--- config.mk ---
export PLATFORM = sky130hd
export DESIGN_NAME = flash_cmd_seq
export DESIGN_NICKNAME = d
export VERILOG_FILES = /design/src/inc/flash_cmd_pkg.sv /design/src/hdl/cycle_timer.sv /design/src/hdl/flash_cmd_seq.sv
export SDC_FILE = /design/constraint.sdc
export NUM_CORES = 1
export LEC_CHECK = 0
export BUFFER_PORTS_ARGS = -buffer_cell sky130_fd_sc_hd__buf_2
export CORE_ASPECT_RATIO = 0.5
export CORE_MARGIN = 4
export CORE_UTILIZATION = 50
export CTS_CLUSTER_DIAMETER = 100
export DETAILED_ROUTE_END_ITERATION = 16
export GPL_TIMING_DRIVEN = 0
export HOLD_SLACK_MARGIN = 0.12
export PLACE_DENSITY_LB_ADDON = 0.08
export SKIP_LAST_GASP = 1
export SLEW_MARGIN = 30
export SYNTH_ARGS = -nofsm -noshare
export SYNTH_HDL_FRONTEND = slang
export SYNTH_HIERARCHICAL = 1
export SYNTH_SLANG_ARGS = --single-unit
export TNS_END_PERCENT = 100
--- constraint.sdc ---
create_clock -name clk_sys -period 2.99 [get_ports clk_sys]
set_input_delay 0.4485 -clock clk_sys [delete_from_list [all_inputs] [get_ports clk_sys]]
set_output_delay 0.4485 -clock clk_sys [all_outputs]
set_load 0.03 [all_outputs]
--- src/inc/flash_cmd_pkg.sv ---
// constants, states and carrier types for the flash command sequencer
//
// Notes on behaviour
// - whole-array erase (C7h/60h) needs the write latch bit set, else nothing.
// - erase opcode counts only if chip select rises right after bit eight.
// - accepted erase runs self-timed; busy high meanwhile; write latch cleared before end.
// - erase runs only when all block protect bits are zero.
// - B9h plus exact chip select rise enters power-down after a fixed delay.
// - in power-down every opcode but ABh is ignored; ABh releases.
// - power-down opcode during a busy cycle is rejected, cycle untouched.
// - ABh, three dummy bytes, then device code repeated MSB first on falling edges.
// - ABh ignored while busy; running cycle continues.
// - 90h plus address; address bit zero selects maker-first or device-first order.
// - 92h same read with address and data on two lines.
// - 94h same read on four lines with four dummy clocks after address.
// - 9Fh shifts out maker, memory type, capacity; chip select rise ends it.
// - 9Fh not decoded while erase or program runs.
// - A3h plus three dummy bytes enters high performance; ABh or B9h leaves it.
// - 75h accepted only with program/erase running, no suspend flag, busy high.
// - accepted suspend sets its flag at once and drops busy within the latency.
// - while suspended, status write, security, erase and program opcodes are refused.
// - 7Ah accepted with a flag set and busy low; flag clears, busy returns within 200ns.
package flash_cmd_pkg;
   // ============================================================
   // opcodes
   localparam logic [7:0] OP_ERASE_A = 8'hc7;
   localparam logic [7:0] OP_ERASE_B = 8'h60;
   localparam logic [7:0] OP_PWR_DOWN = 8'hb9;
   localparam logic [7:0] OP_RELEASE = 8'hab;
   localparam logic [7:0] OP_MAKER_DEV = 8'h90;
   localparam logic [7:0] OP_MAKER_DEV_X2 = 8'h92;
   localparam logic [7:0] OP_MAKER_DEV_X4 = 8'h94;
   localparam logic [7:0] OP_IDENT3 = 8'h9f;
   localparam logic [7:0] OP_HIGH_PERF = 8'ha3;
   localparam logic [7:0] OP_SUSPEND = 8'h75;
   localparam logic [7:0] OP_RESUME = 8'h7a;
   localparam logic [7:0] OP_WRSR_A = 8'h01;
   localparam logic [7:0] OP_WRSR_B = 8'h31;
   localparam logic [7:0] OP_WRSR_C = 8'h11;
   localparam logic [7:0] OP_SEC_ERASE = 8'h44;
   localparam logic [7:0] OP_SEC_PROG = 8'h42;
   localparam logic [7:0] OP_SECT_ERASE = 8'h20;
   localparam logic [7:0] OP_BLK32_ERASE = 8'h52;
   localparam logic [7:0] OP_BLK64_ERASE = 8'hd8;
   localparam logic [7:0] OP_PAGE_PROG = 8'h02;
   localparam logic [7:0] OP_PAGE_PROG_X4 = 8'h32;
   // ============================================================
   // frame geometry
   localparam logic [5:0] OPC_BITS = 6'h08;
   localparam logic [5:0] ADDR_BITS = 6'h18;
   localparam logic [5:0] QUAD_DUMMY_CLKS = 6'h04;
   localparam logic [2:0] LANE_1 = 3'h1;
   localparam logic [2:0] LANE_2 = 3'h2;
   localparam logic [2:0] LANE_4 = 3'h4;
   localparam int unsigned OUT_BITS = 48;
   // ============================================================
   // timing, figures in their own units
   localparam int unsigned CLK_MHZ = 100;
   localparam int unsigned ARRAY_ERASE_TIME_MS = 20;
   localparam int unsigned POWER_DOWN_ENTRY_DELAY_NS = 3000;
   localparam int unsigned RELEASE_DELAY_NS = 3000;
   localparam int unsigned RELEASE_WITH_CODE_DELAY_NS = 6000;
   localparam int unsigned SUSPEND_LATENCY_NS = 20000;
   localparam int unsigned RESUME_BUSY_NS = 200;
   localparam int unsigned ERASE_CYC = ARRAY_ERASE_TIME_MS * CLK_MHZ * 1000;
   localparam int unsigned DP_CYC = POWER_DOWN_ENTRY_DELAY_NS * CLK_MHZ / 1000;
   localparam int unsigned RES1_CYC = RELEASE_DELAY_NS * CLK_MHZ / 1000;
   localparam int unsigned RES2_CYC = RELEASE_WITH_CODE_DELAY_NS * CLK_MHZ / 1000;
   localparam int unsigned SUS_CYC = SUSPEND_LATENCY_NS * CLK_MHZ / 1000;
   localparam int unsigned RESUME_CYC = RESUME_BUSY_NS * CLK_MHZ / 1000;
   // ============================================================
   // frame states
   typedef enum logic [5:0] {
      ST_IDLE = 6'h01,
      ST_OPC = 6'h02,
      ST_ADDR = 6'h04,
      ST_DUMMY = 6'h08,
      ST_OUT = 6'h10,
      ST_TAIL = 6'h20
   } frame_e;
   localparam frame_e ST_IGNORE = ST_IDLE;
   // ============================================================
   // carriers
   typedef struct packed {
      logic cs_n;
      logic sclk;
      logic [3:0] io;
   } spi_pins_s;
   typedef struct packed {
      logic [3:0] io_out;
      logic [3:0] io_oe;
   } spi_drive_s;
   typedef struct packed {
      logic busy_bit;
      logic [1:0] suspend_flags;
      logic deep_power_down;
      logic high_perf_mode;
      logic releasing;
   } flash_status_s;
endpackage : flash_cmd_pkg

--- src/hdl/cycle_timer.sv ---
// one-shot down counter for self-timed delays
`timescale 1ns/1ps
module cycle_timer #(
   parameter int unsigned CYC = 1
) (
   // clock and reset
   input wire logic clk_sys,
   input wire logic rst_n,
   // control
   input wire logic start,
   output logic run,
   output logic done
);
   logic [31:0] cnt_ff;
   logic run_ff;
   wire last = run_ff && (cnt_ff <= 32'h1);
   always_ff @(posedge clk_sys) begin
      if (!rst_n) begin
         cnt_ff <= 32'h0;
         run_ff <= 1'b0;
      end else if (start) begin
         cnt_ff <= (CYC < 1) ? 32'h1 : 32'(CYC);
         run_ff <= 1'b1;
      end else if (run_ff) begin
         cnt_ff <= cnt_ff - 32'h1;
         run_ff <= !last;
      end
   end
   assign run = run_ff;
   assign done = last && !start;
endmodule : cycle_timer

--- src/hdl/flash_cmd_seq.sv ---
// serial flash command sequencer: erase, power-down, identification, suspend
`timescale 1ns/1ps
module flash_cmd_seq #(
   parameter int unsigned ERASE_CYC = flash_cmd_pkg::ERASE_CYC,
   parameter int unsigned DP_CYC = flash_cmd_pkg::DP_CYC,
   parameter int unsigned RES1_CYC = flash_cmd_pkg::RES1_CYC,
   parameter int unsigned RES2_CYC = flash_cmd_pkg::RES2_CYC,
   parameter int unsigned SUS_CYC = flash_cmd_pkg::SUS_CYC,
   parameter logic [7:0] MAKER_CODE = 8'h5a, // arbitrary
   parameter logic [7:0] DEVICE_CODE = 8'h3c, // arbitrary
   parameter logic [7:0] MEM_TYPE = 8'h41, // arbitrary
   parameter logic [7:0] CAPACITY = 8'h17 // arbitrary
) (
   // clock and reset
   input wire logic clk_sys,
   input wire logic rst_n,
   // serial pins
   input wire flash_cmd_pkg::spi_pins_s pins,
   output flash_cmd_pkg::spi_drive_s drive,
   // neighbouring logic
   input wire logic write_latch_bit,
   input wire logic [2:0] block_protect_bits,
   input wire logic pgm_erase_running,
   input wire logic pgm_is_program,
   input wire logic status_write_running,
   // status and events
   output flash_cmd_pkg::flash_status_s status,
   output logic wel_clear,
   output logic pgm_erase_hold,
   output logic cmd_refused
);
   // ============================================================
   // pin synchroniser and edges
   flash_cmd_pkg::spi_pins_s s1_ff, s2_ff, s3_ff;
   always_ff @(posedge clk_sys) begin
      if (!rst_n) begin
         s1_ff <= '{cs_n: 1'b1, sclk: 1'b0, io: 4'h0};
         s2_ff <= '{cs_n: 1'b1, sclk: 1'b0, io: 4'h0};
         s3_ff <= '{cs_n: 1'b1, sclk: 1'b0, io: 4'h0};
      end else begin
         s1_ff <= pins;
         s2_ff <= s1_ff;
         s3_ff <= s2_ff;
      end
   end
   wire sclk_rise = s2_ff.sclk && !s3_ff.sclk && !s2_ff.cs_n;
   wire sclk_fall = !s2_ff.sclk && s3_ff.sclk && !s2_ff.cs_n;
   wire cs_fall = !s2_ff.cs_n && s3_ff.cs_n;
   wire cs_rise = s2_ff.cs_n && !s3_ff.cs_n;

   // ============================================================
   // frame state
   flash_cmd_pkg::frame_e st_ff;
   logic [7:0] op_ff;
   logic [5:0] cnt_ff;
   logic [2:0] lw_ff;
   logic [47:0] out_ff;
   logic oe_ff;
   logic aborted_ff;
   logic deep_pd_ff, hpm_ff, sus_done_ff, pd_code_ff;
   logic [1:0] sus_ff;

   wire ce_run, dp_run, dp_done, rel1_run, rel2_run, sus_done;
   wire suspended = |sus_ff;
   wire busy = ce_run || status_write_running || (pgm_erase_running && !sus_done_ff);
   wire releasing = rel1_run || rel2_run;

   // incoming bits of this edge
   wire [3:0] chunk = (lw_ff == flash_cmd_pkg::LANE_4) ? s2_ff.io :
                      (lw_ff == flash_cmd_pkg::LANE_2) ? {2'h0, s2_ff.io[1:0]} : {3'h0, s2_ff.io[0]};
   wire [5:0] cnt_nxt = cnt_ff + {3'h0, lw_ff};
   wire [7:0] op_nxt = {op_ff[6:0], s2_ff.io[0]};
   wire op_dec = (st_ff == flash_cmd_pkg::ST_OPC) && sclk_rise && (cnt_nxt == flash_cmd_pkg::OPC_BITS);
   wire addr_last = (st_ff == flash_cmd_pkg::ST_ADDR) && sclk_rise && (cnt_nxt == flash_cmd_pkg::ADDR_BITS);
   wire dummy_last = (st_ff == flash_cmd_pkg::ST_DUMMY) && sclk_rise
                     && (cnt_nxt == flash_cmd_pkg::QUAD_DUMMY_CLKS);

   // opcode classes
   wire is_erase = (op_nxt == flash_cmd_pkg::OP_ERASE_A) || (op_nxt == flash_cmd_pkg::OP_ERASE_B);
   wire is_id = (op_nxt == flash_cmd_pkg::OP_MAKER_DEV) || (op_nxt == flash_cmd_pkg::OP_MAKER_DEV_X2)
                || (op_nxt == flash_cmd_pkg::OP_MAKER_DEV_X4);
   wire is_tail = is_erase || (op_nxt == flash_cmd_pkg::OP_PWR_DOWN)
                  || (op_nxt == flash_cmd_pkg::OP_SUSPEND) || (op_nxt == flash_cmd_pkg::OP_RESUME);
   wire is_refusable = is_erase || (op_nxt == flash_cmd_pkg::OP_WRSR_A) || (op_nxt == flash_cmd_pkg::OP_WRSR_B)
                       || (op_nxt == flash_cmd_pkg::OP_WRSR_C) || (op_nxt == flash_cmd_pkg::OP_SEC_ERASE)
                       || (op_nxt == flash_cmd_pkg::OP_SEC_PROG) || (op_nxt == flash_cmd_pkg::OP_SECT_ERASE)
                       || (op_nxt == flash_cmd_pkg::OP_BLK32_ERASE) || (op_nxt == flash_cmd_pkg::OP_BLK64_ERASE)
                       || (op_nxt == flash_cmd_pkg::OP_PAGE_PROG) || (op_nxt == flash_cmd_pkg::OP_PAGE_PROG_X4);
   wire refuse_now = op_dec && suspended && is_refusable;
   wire gate_pd = deep_pd_ff && (op_nxt != flash_cmd_pkg::OP_RELEASE);
   wire gate_busy = busy && ((op_nxt == flash_cmd_pkg::OP_RELEASE)
                    || (op_nxt == flash_cmd_pkg::OP_IDENT3));
   wire drop_op = gate_pd || gate_busy || releasing || refuse_now;

   // identification patterns, repeating through a 48-bit ring
   wire [47:0] pat_rel = {6{DEVICE_CODE}};
   wire [47:0] pat_md = {3{MAKER_CODE, DEVICE_CODE}};
   wire [47:0] pat_dm = {3{DEVICE_CODE, MAKER_CODE}};
   wire [47:0] pat_id3 = {2{MAKER_CODE, MEM_TYPE, CAPACITY}};
   wire [47:0] pat_addr = (op_ff == flash_cmd_pkg::OP_RELEASE) ? pat_rel : (chunk[0] ? pat_dm : pat_md);
   wire [47:0] rot1 = {out_ff[46:0], out_ff[47]};
   wire [47:0] rot2 = {out_ff[45:0], out_ff[47:46]};
   wire [47:0] rot4 = {out_ff[43:0], out_ff[47:44]};
   wire [47:0] rot = (lw_ff == flash_cmd_pkg::LANE_4) ? rot4 : (lw_ff == flash_cmd_pkg::LANE_2) ? rot2 : rot1;

   // ============================================================
   // actions at the closing chip select edge
   wire tail_ok = cs_rise && (st_ff == flash_cmd_pkg::ST_TAIL) && !aborted_ff;
   wire ce_start = tail_ok && ((op_ff == flash_cmd_pkg::OP_ERASE_A) || (op_ff == flash_cmd_pkg::OP_ERASE_B))
                   && write_latch_bit && (block_protect_bits == 3'h0)
                   && !busy && !suspended;
   wire dp_start = tail_ok && (op_ff == flash_cmd_pkg::OP_PWR_DOWN) && !busy;
   wire sus_accept = tail_ok && (op_ff == flash_cmd_pkg::OP_SUSPEND) && pgm_erase_running
                     && busy && !suspended;
   wire res_accept = tail_ok && (op_ff == flash_cmd_pkg::OP_RESUME) && suspended && !busy;
   wire hpm_enter = tail_ok && (op_ff == flash_cmd_pkg::OP_HIGH_PERF);
   wire rel_bare = cs_rise && (st_ff == flash_cmd_pkg::ST_ADDR) && (op_ff == flash_cmd_pkg::OP_RELEASE)
                   && (cnt_ff == 6'h00) && !busy;
   wire rel_code = cs_rise && (st_ff == flash_cmd_pkg::ST_OUT) && (op_ff == flash_cmd_pkg::OP_RELEASE);
   wire rel1_start = rel_bare && deep_pd_ff;
   wire rel2_start = rel_code && pd_code_ff;

   // ============================================================
   // self-timed delays
   cycle_timer #(.CYC(ERASE_CYC)) u_erase (.clk_sys(clk_sys), .rst_n(rst_n), .start(ce_start),
      .run(ce_run), .done());
   cycle_timer #(.CYC(DP_CYC)) u_pd (.clk_sys(clk_sys), .rst_n(rst_n), .start(dp_start),
      .run(dp_run), .done(dp_done));
   cycle_timer #(.CYC(RES1_CYC)) u_rel1 (.clk_sys(clk_sys), .rst_n(rst_n), .start(rel1_start),
      .run(rel1_run), .done());
   cycle_timer #(.CYC(RES2_CYC)) u_rel2 (.clk_sys(clk_sys), .rst_n(rst_n), .start(rel2_start),
      .run(rel2_run), .done());
   cycle_timer #(.CYC(SUS_CYC)) u_sus (.clk_sys(clk_sys), .rst_n(rst_n), .start(sus_accept),
      .run(), .done(sus_done));

   // ============================================================
   // frame sequencer
   always_ff @(posedge clk_sys) begin
      if (!rst_n) begin
         st_ff <= flash_cmd_pkg::ST_IDLE;
         op_ff <= 8'h00;
         cnt_ff <= 6'h00;
         lw_ff <= flash_cmd_pkg::LANE_1;
         out_ff <= 48'h0;
         oe_ff <= 1'b0;
         aborted_ff <= 1'b0;
         pd_code_ff <= 1'b0;
      end else if (cs_fall) begin
         st_ff <= flash_cmd_pkg::ST_OPC;
         cnt_ff <= 6'h00;
         lw_ff <= flash_cmd_pkg::LANE_1;
         op_ff <= 8'h00;
         oe_ff <= 1'b0;
         aborted_ff <= 1'b0;
         pd_code_ff <= deep_pd_ff;
      end else if (s2_ff.cs_n) begin
         st_ff <= flash_cmd_pkg::ST_IDLE;
         oe_ff <= 1'b0;
      end else begin
         case (st_ff)
            flash_cmd_pkg::ST_OPC: begin
               if (sclk_rise) begin
                  op_ff <= op_nxt;
                  cnt_ff <= op_dec ? 6'h00 : cnt_nxt;
               end
               if (op_dec) begin
                  if (drop_op) begin
                     st_ff <= flash_cmd_pkg::ST_IGNORE;
                  end else if (is_tail) begin
                     st_ff <= flash_cmd_pkg::ST_TAIL;
                  end else if (op_nxt == flash_cmd_pkg::OP_IDENT3) begin
                     st_ff <= flash_cmd_pkg::ST_OUT;
                     out_ff <= pat_id3;
                  end else if (is_id || (op_nxt == flash_cmd_pkg::OP_RELEASE)
                               || (op_nxt == flash_cmd_pkg::OP_HIGH_PERF)) begin
                     st_ff <= flash_cmd_pkg::ST_ADDR;
                     lw_ff <= (op_nxt == flash_cmd_pkg::OP_MAKER_DEV_X4) ? flash_cmd_pkg::LANE_4 :
                              (op_nxt == flash_cmd_pkg::OP_MAKER_DEV_X2) ? flash_cmd_pkg::LANE_2 :
                              flash_cmd_pkg::LANE_1;
                  end else begin
                     st_ff <= flash_cmd_pkg::ST_IGNORE;
                  end
               end
            end
            flash_cmd_pkg::ST_ADDR: begin
               if (sclk_rise) begin
                  cnt_ff <= addr_last ? 6'h00 : cnt_nxt;
               end
               if (addr_last) begin
                  out_ff <= pat_addr;
                  if (op_ff == flash_cmd_pkg::OP_HIGH_PERF) begin
                     st_ff <= flash_cmd_pkg::ST_TAIL;
                  end else if (op_ff == flash_cmd_pkg::OP_MAKER_DEV_X4) begin
                     st_ff <= flash_cmd_pkg::ST_DUMMY;
                     lw_ff <= flash_cmd_pkg::LANE_1;
                  end else begin
                     st_ff <= flash_cmd_pkg::ST_OUT;
                  end
               end
            end
            flash_cmd_pkg::ST_DUMMY: begin
               if (sclk_rise) begin
                  cnt_ff <= cnt_nxt;
               end
               if (dummy_last) begin
                  st_ff <= flash_cmd_pkg::ST_OUT;
                  lw_ff <= flash_cmd_pkg::LANE_4;
               end
            end
            flash_cmd_pkg::ST_OUT: begin
               if (sclk_fall) begin
                  oe_ff <= 1'b1;
                  if (oe_ff) begin
                     out_ff <= rot;
                  end
               end
            end
            flash_cmd_pkg::ST_TAIL: begin
               if (sclk_rise) begin
                  aborted_ff <= 1'b1;
               end
            end
            default: begin
               st_ff <= flash_cmd_pkg::ST_IGNORE;
            end
         endcase
      end
   end

   // ============================================================
   // mode and suspend flags
   always_ff @(posedge clk_sys) begin
      if (!rst_n) begin
         deep_pd_ff <= 1'b0;
         hpm_ff <= 1'b0;
         sus_ff <= 2'h0;
         sus_done_ff <= 1'b0;
      end else begin
         if (dp_done) begin
            deep_pd_ff <= 1'b1;
         end else if (rel_bare || rel_code) begin
            deep_pd_ff <= 1'b0;
         end
         if (hpm_enter) begin
            hpm_ff <= 1'b1;
         end else if (dp_start || rel_bare || rel_code) begin
            hpm_ff <= 1'b0;
         end
         if (sus_accept) begin
            sus_ff <= pgm_is_program ? 2'h2 : 2'h1;
         end else if (res_accept) begin
            sus_ff <= 2'h0;
         end
         if (sus_done) begin
            sus_done_ff <= 1'b1;
         end else if (res_accept) begin
            sus_done_ff <= 1'b0;
         end
      end
   end

   // ============================================================
   // outputs
   assign drive.io_out = (lw_ff == flash_cmd_pkg::LANE_4) ? out_ff[47:44] :
                         (lw_ff == flash_cmd_pkg::LANE_2) ? {2'h0, out_ff[47:46]} : {2'h0, out_ff[47], 1'b0};
   assign drive.io_oe = !oe_ff ? 4'h0 : (lw_ff == flash_cmd_pkg::LANE_4) ? 4'hf :
                        (lw_ff == flash_cmd_pkg::LANE_2) ? 4'h3 : 4'h2;
   assign status.busy_bit = busy;
   assign status.suspend_flags = sus_ff;
   assign status.deep_power_down = deep_pd_ff;
   assign status.high_perf_mode = hpm_ff;
   assign status.releasing = releasing || dp_run;
   assign wel_clear = ce_start;
   assign pgm_erase_hold = suspended;
   assign cmd_refused = refuse_now;

   // ============================================================
   // checks
   property p_ce_guard;
      @(posedge clk_sys) disable iff (!rst_n)
      ce_start |-> write_latch_bit && (block_protect_bits == 3'h0) && !aborted_ff;
   endproperty
   a_ce_guard: assert property (p_ce_guard) else $error("erase started without latch or with protection");
   property p_ce_busy;
      @(posedge clk_sys) disable iff (!rst_n)
      ce_start |-> wel_clear ##1 status.busy_bit [*4];
   endproperty
   a_ce_busy: assert property (p_ce_busy) else $error("erase did not show busy");
   property p_tail_abort;
      @(posedge clk_sys) disable iff (!rst_n)
      cs_rise && (st_ff == flash_cmd_pkg::ST_TAIL) && aborted_ff |-> !ce_start && !dp_start && !hpm_enter;
   endproperty
   a_tail_abort: assert property (p_tail_abort) else $error("command ran after extra clock");
   property p_dp_reject;
      @(posedge clk_sys) disable iff (!rst_n)
      busy && tail_ok && (op_ff == flash_cmd_pkg::OP_PWR_DOWN) |=> !dp_run && $stable(status.busy_bit);
   endproperty
   a_dp_reject: assert property (p_dp_reject) else $error("power-down accepted while busy");
   property p_pd_ignore;
      @(posedge clk_sys) disable iff (!rst_n)
      op_dec && deep_pd_ff && (op_nxt != flash_cmd_pkg::OP_RELEASE) |=> (st_ff == flash_cmd_pkg::ST_IGNORE);
   endproperty
   a_pd_ignore: assert property (p_pd_ignore) else $error("command decoded in power-down");
   property p_rel_busy;
      @(posedge clk_sys) disable iff (!rst_n)
      op_dec && busy && (op_nxt == flash_cmd_pkg::OP_RELEASE) |=> (st_ff == flash_cmd_pkg::ST_IGNORE);
   endproperty
   a_rel_busy: assert property (p_rel_busy) else $error("release decoded while busy");
   property p_id3_busy;
      @(posedge clk_sys) disable iff (!rst_n)
      op_dec && busy && (op_nxt == flash_cmd_pkg::OP_IDENT3) |=> !oe_ff [*3];
   endproperty
   a_id3_busy: assert property (p_id3_busy) else $error("ident read decoded while busy");
   property p_sus_flag;
      @(posedge clk_sys) disable iff (!rst_n)
      sus_accept |-> status.busy_bit ##1 (status.suspend_flags != 2'h0) && pgm_erase_hold;
   endproperty
   a_sus_flag: assert property (p_sus_flag) else $error("suspend flag not set at once");
   property p_resume;
      @(posedge clk_sys) disable iff (!rst_n)
      res_accept |=> (status.suspend_flags == 2'h0) ##[0:20] (status.busy_bit || !pgm_erase_running);
   endproperty
   a_resume: assert property (p_resume) else $error("resume did not restore busy in time");
   property p_refuse;
      @(posedge clk_sys) disable iff (!rst_n)
      refuse_now |=> (st_ff == flash_cmd_pkg::ST_IGNORE) && !ce_run;
   endproperty
   a_refuse: assert property (p_refuse) else $error("refused opcode acted while suspended");
endmodule : flash_cmd_seq

==> metrics.md <==
| Metric | Value |
|---|---|
| Die Ht | `127 um` |
| Critical setup path kind | `reg -> out` |
| Syn_area_per_cell | `between 8 and 9 um^2` |
| End of the critical path | `cmd_refused` |
| Vias in the first global route | `around 12000` |
| Fin nets | `~1800` |
| Peak Freq | `336 MHz` |
| Top Metal Used | `met5` |
| # diodes | `0` |
| Netlist Area Pre-Place | `between 10000 and 15000 um^2` |
| Initial antenna violation count | `1` |
| Critical path launch point type | `flip-flop` |
| Status | `complete, no violations` |
| Worst skew pair latency | `about 540 ps` |
| GPL Wtd Cong | `0.891` |
| Drt via density | `5.97` |
| Met3 wire length | `between 1500 and 2000 um` |
| Max Cap Viol | `0` |
| Routed length per instance | `approximately 17 um` |
| Metal-1 WL | `17000 um` |
| Total wire length | `roughly 36000 um` |
| Share of cells above drive strength 1 | `12.5%` |
| Headroom to the max-slew limit | `around 36%` |
| Tot GR Track Use | `22.7%` |
| Clk sink count | `252` |
| Core area | `about 28000 um^2` |
| Setup Viol. Count Final | `0` |
| Syn nets | `approximately 1700` |
| R2R cell count | `13` |
| Power per cell area | `roughly 430 nW/um^2` |
| Clk pin slew, worst setup/hold paths | `60 ps` |
| DRT Pass-1 Iters | `5` |
| Reg-to-reg setup timing slack | `60 ps` |
| Fin crit period | `a little under 3000 ps` |
| Antenna Violating Nets Remaining | `0` |
| Full die area | `31200 um^2` |
| First-pass GRT wire length | `approximately 60000 um` |
| Worst r2r src | `lw_ff[0]` |
| H-Tree Depth | `1` |
| Initial core utilization | `slightly above 50%` |
| Largest net degree at the start of global routing | `30` |
| Measured slew at the worst slew-check pin | `between 900 and 1000 ps` |
| TritonCTS buffer count | `25` |
| Ports | `32` |
| CP Capture Type | `output port` |
| Clock Path Buffers | `3` |
| TritonCTS clock tree | `yes` |
| Met2 wire length | `between 15000 and 20000 um` |
| Starting DRT DRC Count | `between 800 and 900` |
| Area delta synth->final | `13.5%` |
| Post-layout util | `57.8%` |
| Worst setup startpoint | `lw_ff[0]` |
| Crit path required time | `about 2500 ps` |
| Crit Path Max Fanout | `3` |
| Grt ovf | `0` |
| Port buffer count | `28` |
| Final-report hold violation count | `0` |
| CTS root buf | `clkbuf_16` |
| Slew Viols, Final | `0` |
| Worst reg2reg endpoint | `out_ff[36]` |
| Worst Skew | `roughly 15 ps` |
| Commonest cells after routing, fill and taps aside | `dfxtp_1, nor2_1, nand2_1` |
| Post-Syn Instances | `1665` |
| Worst hold-check path type | `in -> reg` |
| Via count | `approximately 13000` |
| Commonest non-fill, non-tap cell in the layout | `dfxtp_1` |
| CP Data Arrival Time | `approximately 2500 ps` |
| Syn. warnings | `6` |
| LEAKAGE | `6.27 nW` |
| Post-DP HPWL | `about 25000 um` |
| Fillcell total | `around 2500` |
| Std cell rows | `43` |
| Die width | `246 um` |
| RSZ-0062 raised after global routing | `true` |
| Fin crit share | `about 100%` |
| DRC errors left | `0` |
| VDD IR max | `0.306 mV` |
| Total Power | `~7 mW` |
[metal layers]
| layer | vias to the layer above | track usage (%) |
|---|---|---|
| met2 | 315 | 38.2 |
| met5 | - | 0 |
| li1 | 6283 | - |
| met4 | 2 | 6.96 |
| met1 | 6067 | 30.2 |
| met3 | 88 | 3.78 |
[flip-flops by register name, indices dropped and copies added, names as in the netlist, 2 cells and up]
| name | count |
|---|---|
| u_rel2/cnt_ff | 32 |
| s2_ff | 2 |
| op_ff | 8 |
| u_pd/cnt_ff | 32 |
| s1_ff | 3 |
| out_ff | 48 |
| s3_ff | 2 |
| u_rel1/cnt_ff | 32 |
| cnt_ff | 6 |
| lw_ff | 3 |
| u_erase/cnt_ff | 32 |
| sus_ff | 2 |
| u_sus/cnt_ff | 32 |
| st_ff | 6 |
[critical path, cell delays in order, from the launching register on]
cell and delay (ps):
dfxtp_4 370, ha_4 140, inv_2 30, fa_2 520, and3b_2 220, nand4b_1 160
a211oi_4 370, buf_6 190
[how the worst min path moves through the flow]
stage	startpoint	end	depth (start not counted)
finish	pgm_is_program	sus_ff[1]	3
global route	pgm_is_program	sus_ff[1]	3
CTS	pgm_is_program	sus_ff[1]	3
detailed placement	s1_ff[5]	s2_ff[5]	1
global placement	s1_ff[5]	s2_ff[5]	1
floorplan	s1_ff[5]	s2_ff[5]	1
[stage by stage]
| stage | instances | cell area (um^2) | worst slack [ps] | hold WS [ps] | TNS [ps] |
|---|---|---|---|---|---|
| after floorplan | 1665 | 14200 | 7.26 | 386 | 0 |
| after global placement | 2075 | 14800 | -717 | 405 | -29700 |
| after detailed placement | 2075 | 14800 | -796 | 402 | -33230 |
| after CTS | 2132 | 15900 | -49.9 | 187 | -210 |
| after global routing | 2135 | 16000 | -29.4 | 222 | -44.2 |
| final | 2135 | 16000 | 13.5 | 205 | 0 |
[power by group]
| part | internal (mW) | switching (mW) | total [mW] |
|---|---|---|---|
| Clock | 2.00 | 1.37 | 3.37 |
| Combinational | 0.0442 | 0.111 | 0.155 |
| Sequential | 3.36 | 0.00732 | 3.37 |
[layout make-up]
| class | instances | area, um^2 | area share (%) |
|---|---|---|---|
| Buffer | 104 | 561 | 3.50 |
| Tap cell | 382 | 478 | 2.98 |
| Sequential cell | 252 | 5060 | 31.5 |
| Clock buffer | 31 | 698 | 4.35 |
| Timing Repair Buffer | 49 | 340 | 2.12 |
| Multi-Input combinational cell | 1269 | 8590 | 53.6 |
| Inverter | 35 | 131 | 0.819 |
| Clock inverter | 13 | 175 | 1.09 |
[what timing repair did]
action,4_1_cts,5_1_grt
buffers inserted,11,7
resized for setup,33,40
endpoints found under the setup margin,134,140
hold buffers,3,0
pin swaps,8,10
hold endpoints to repair,3,0
(Power assumes the default switching activity.)
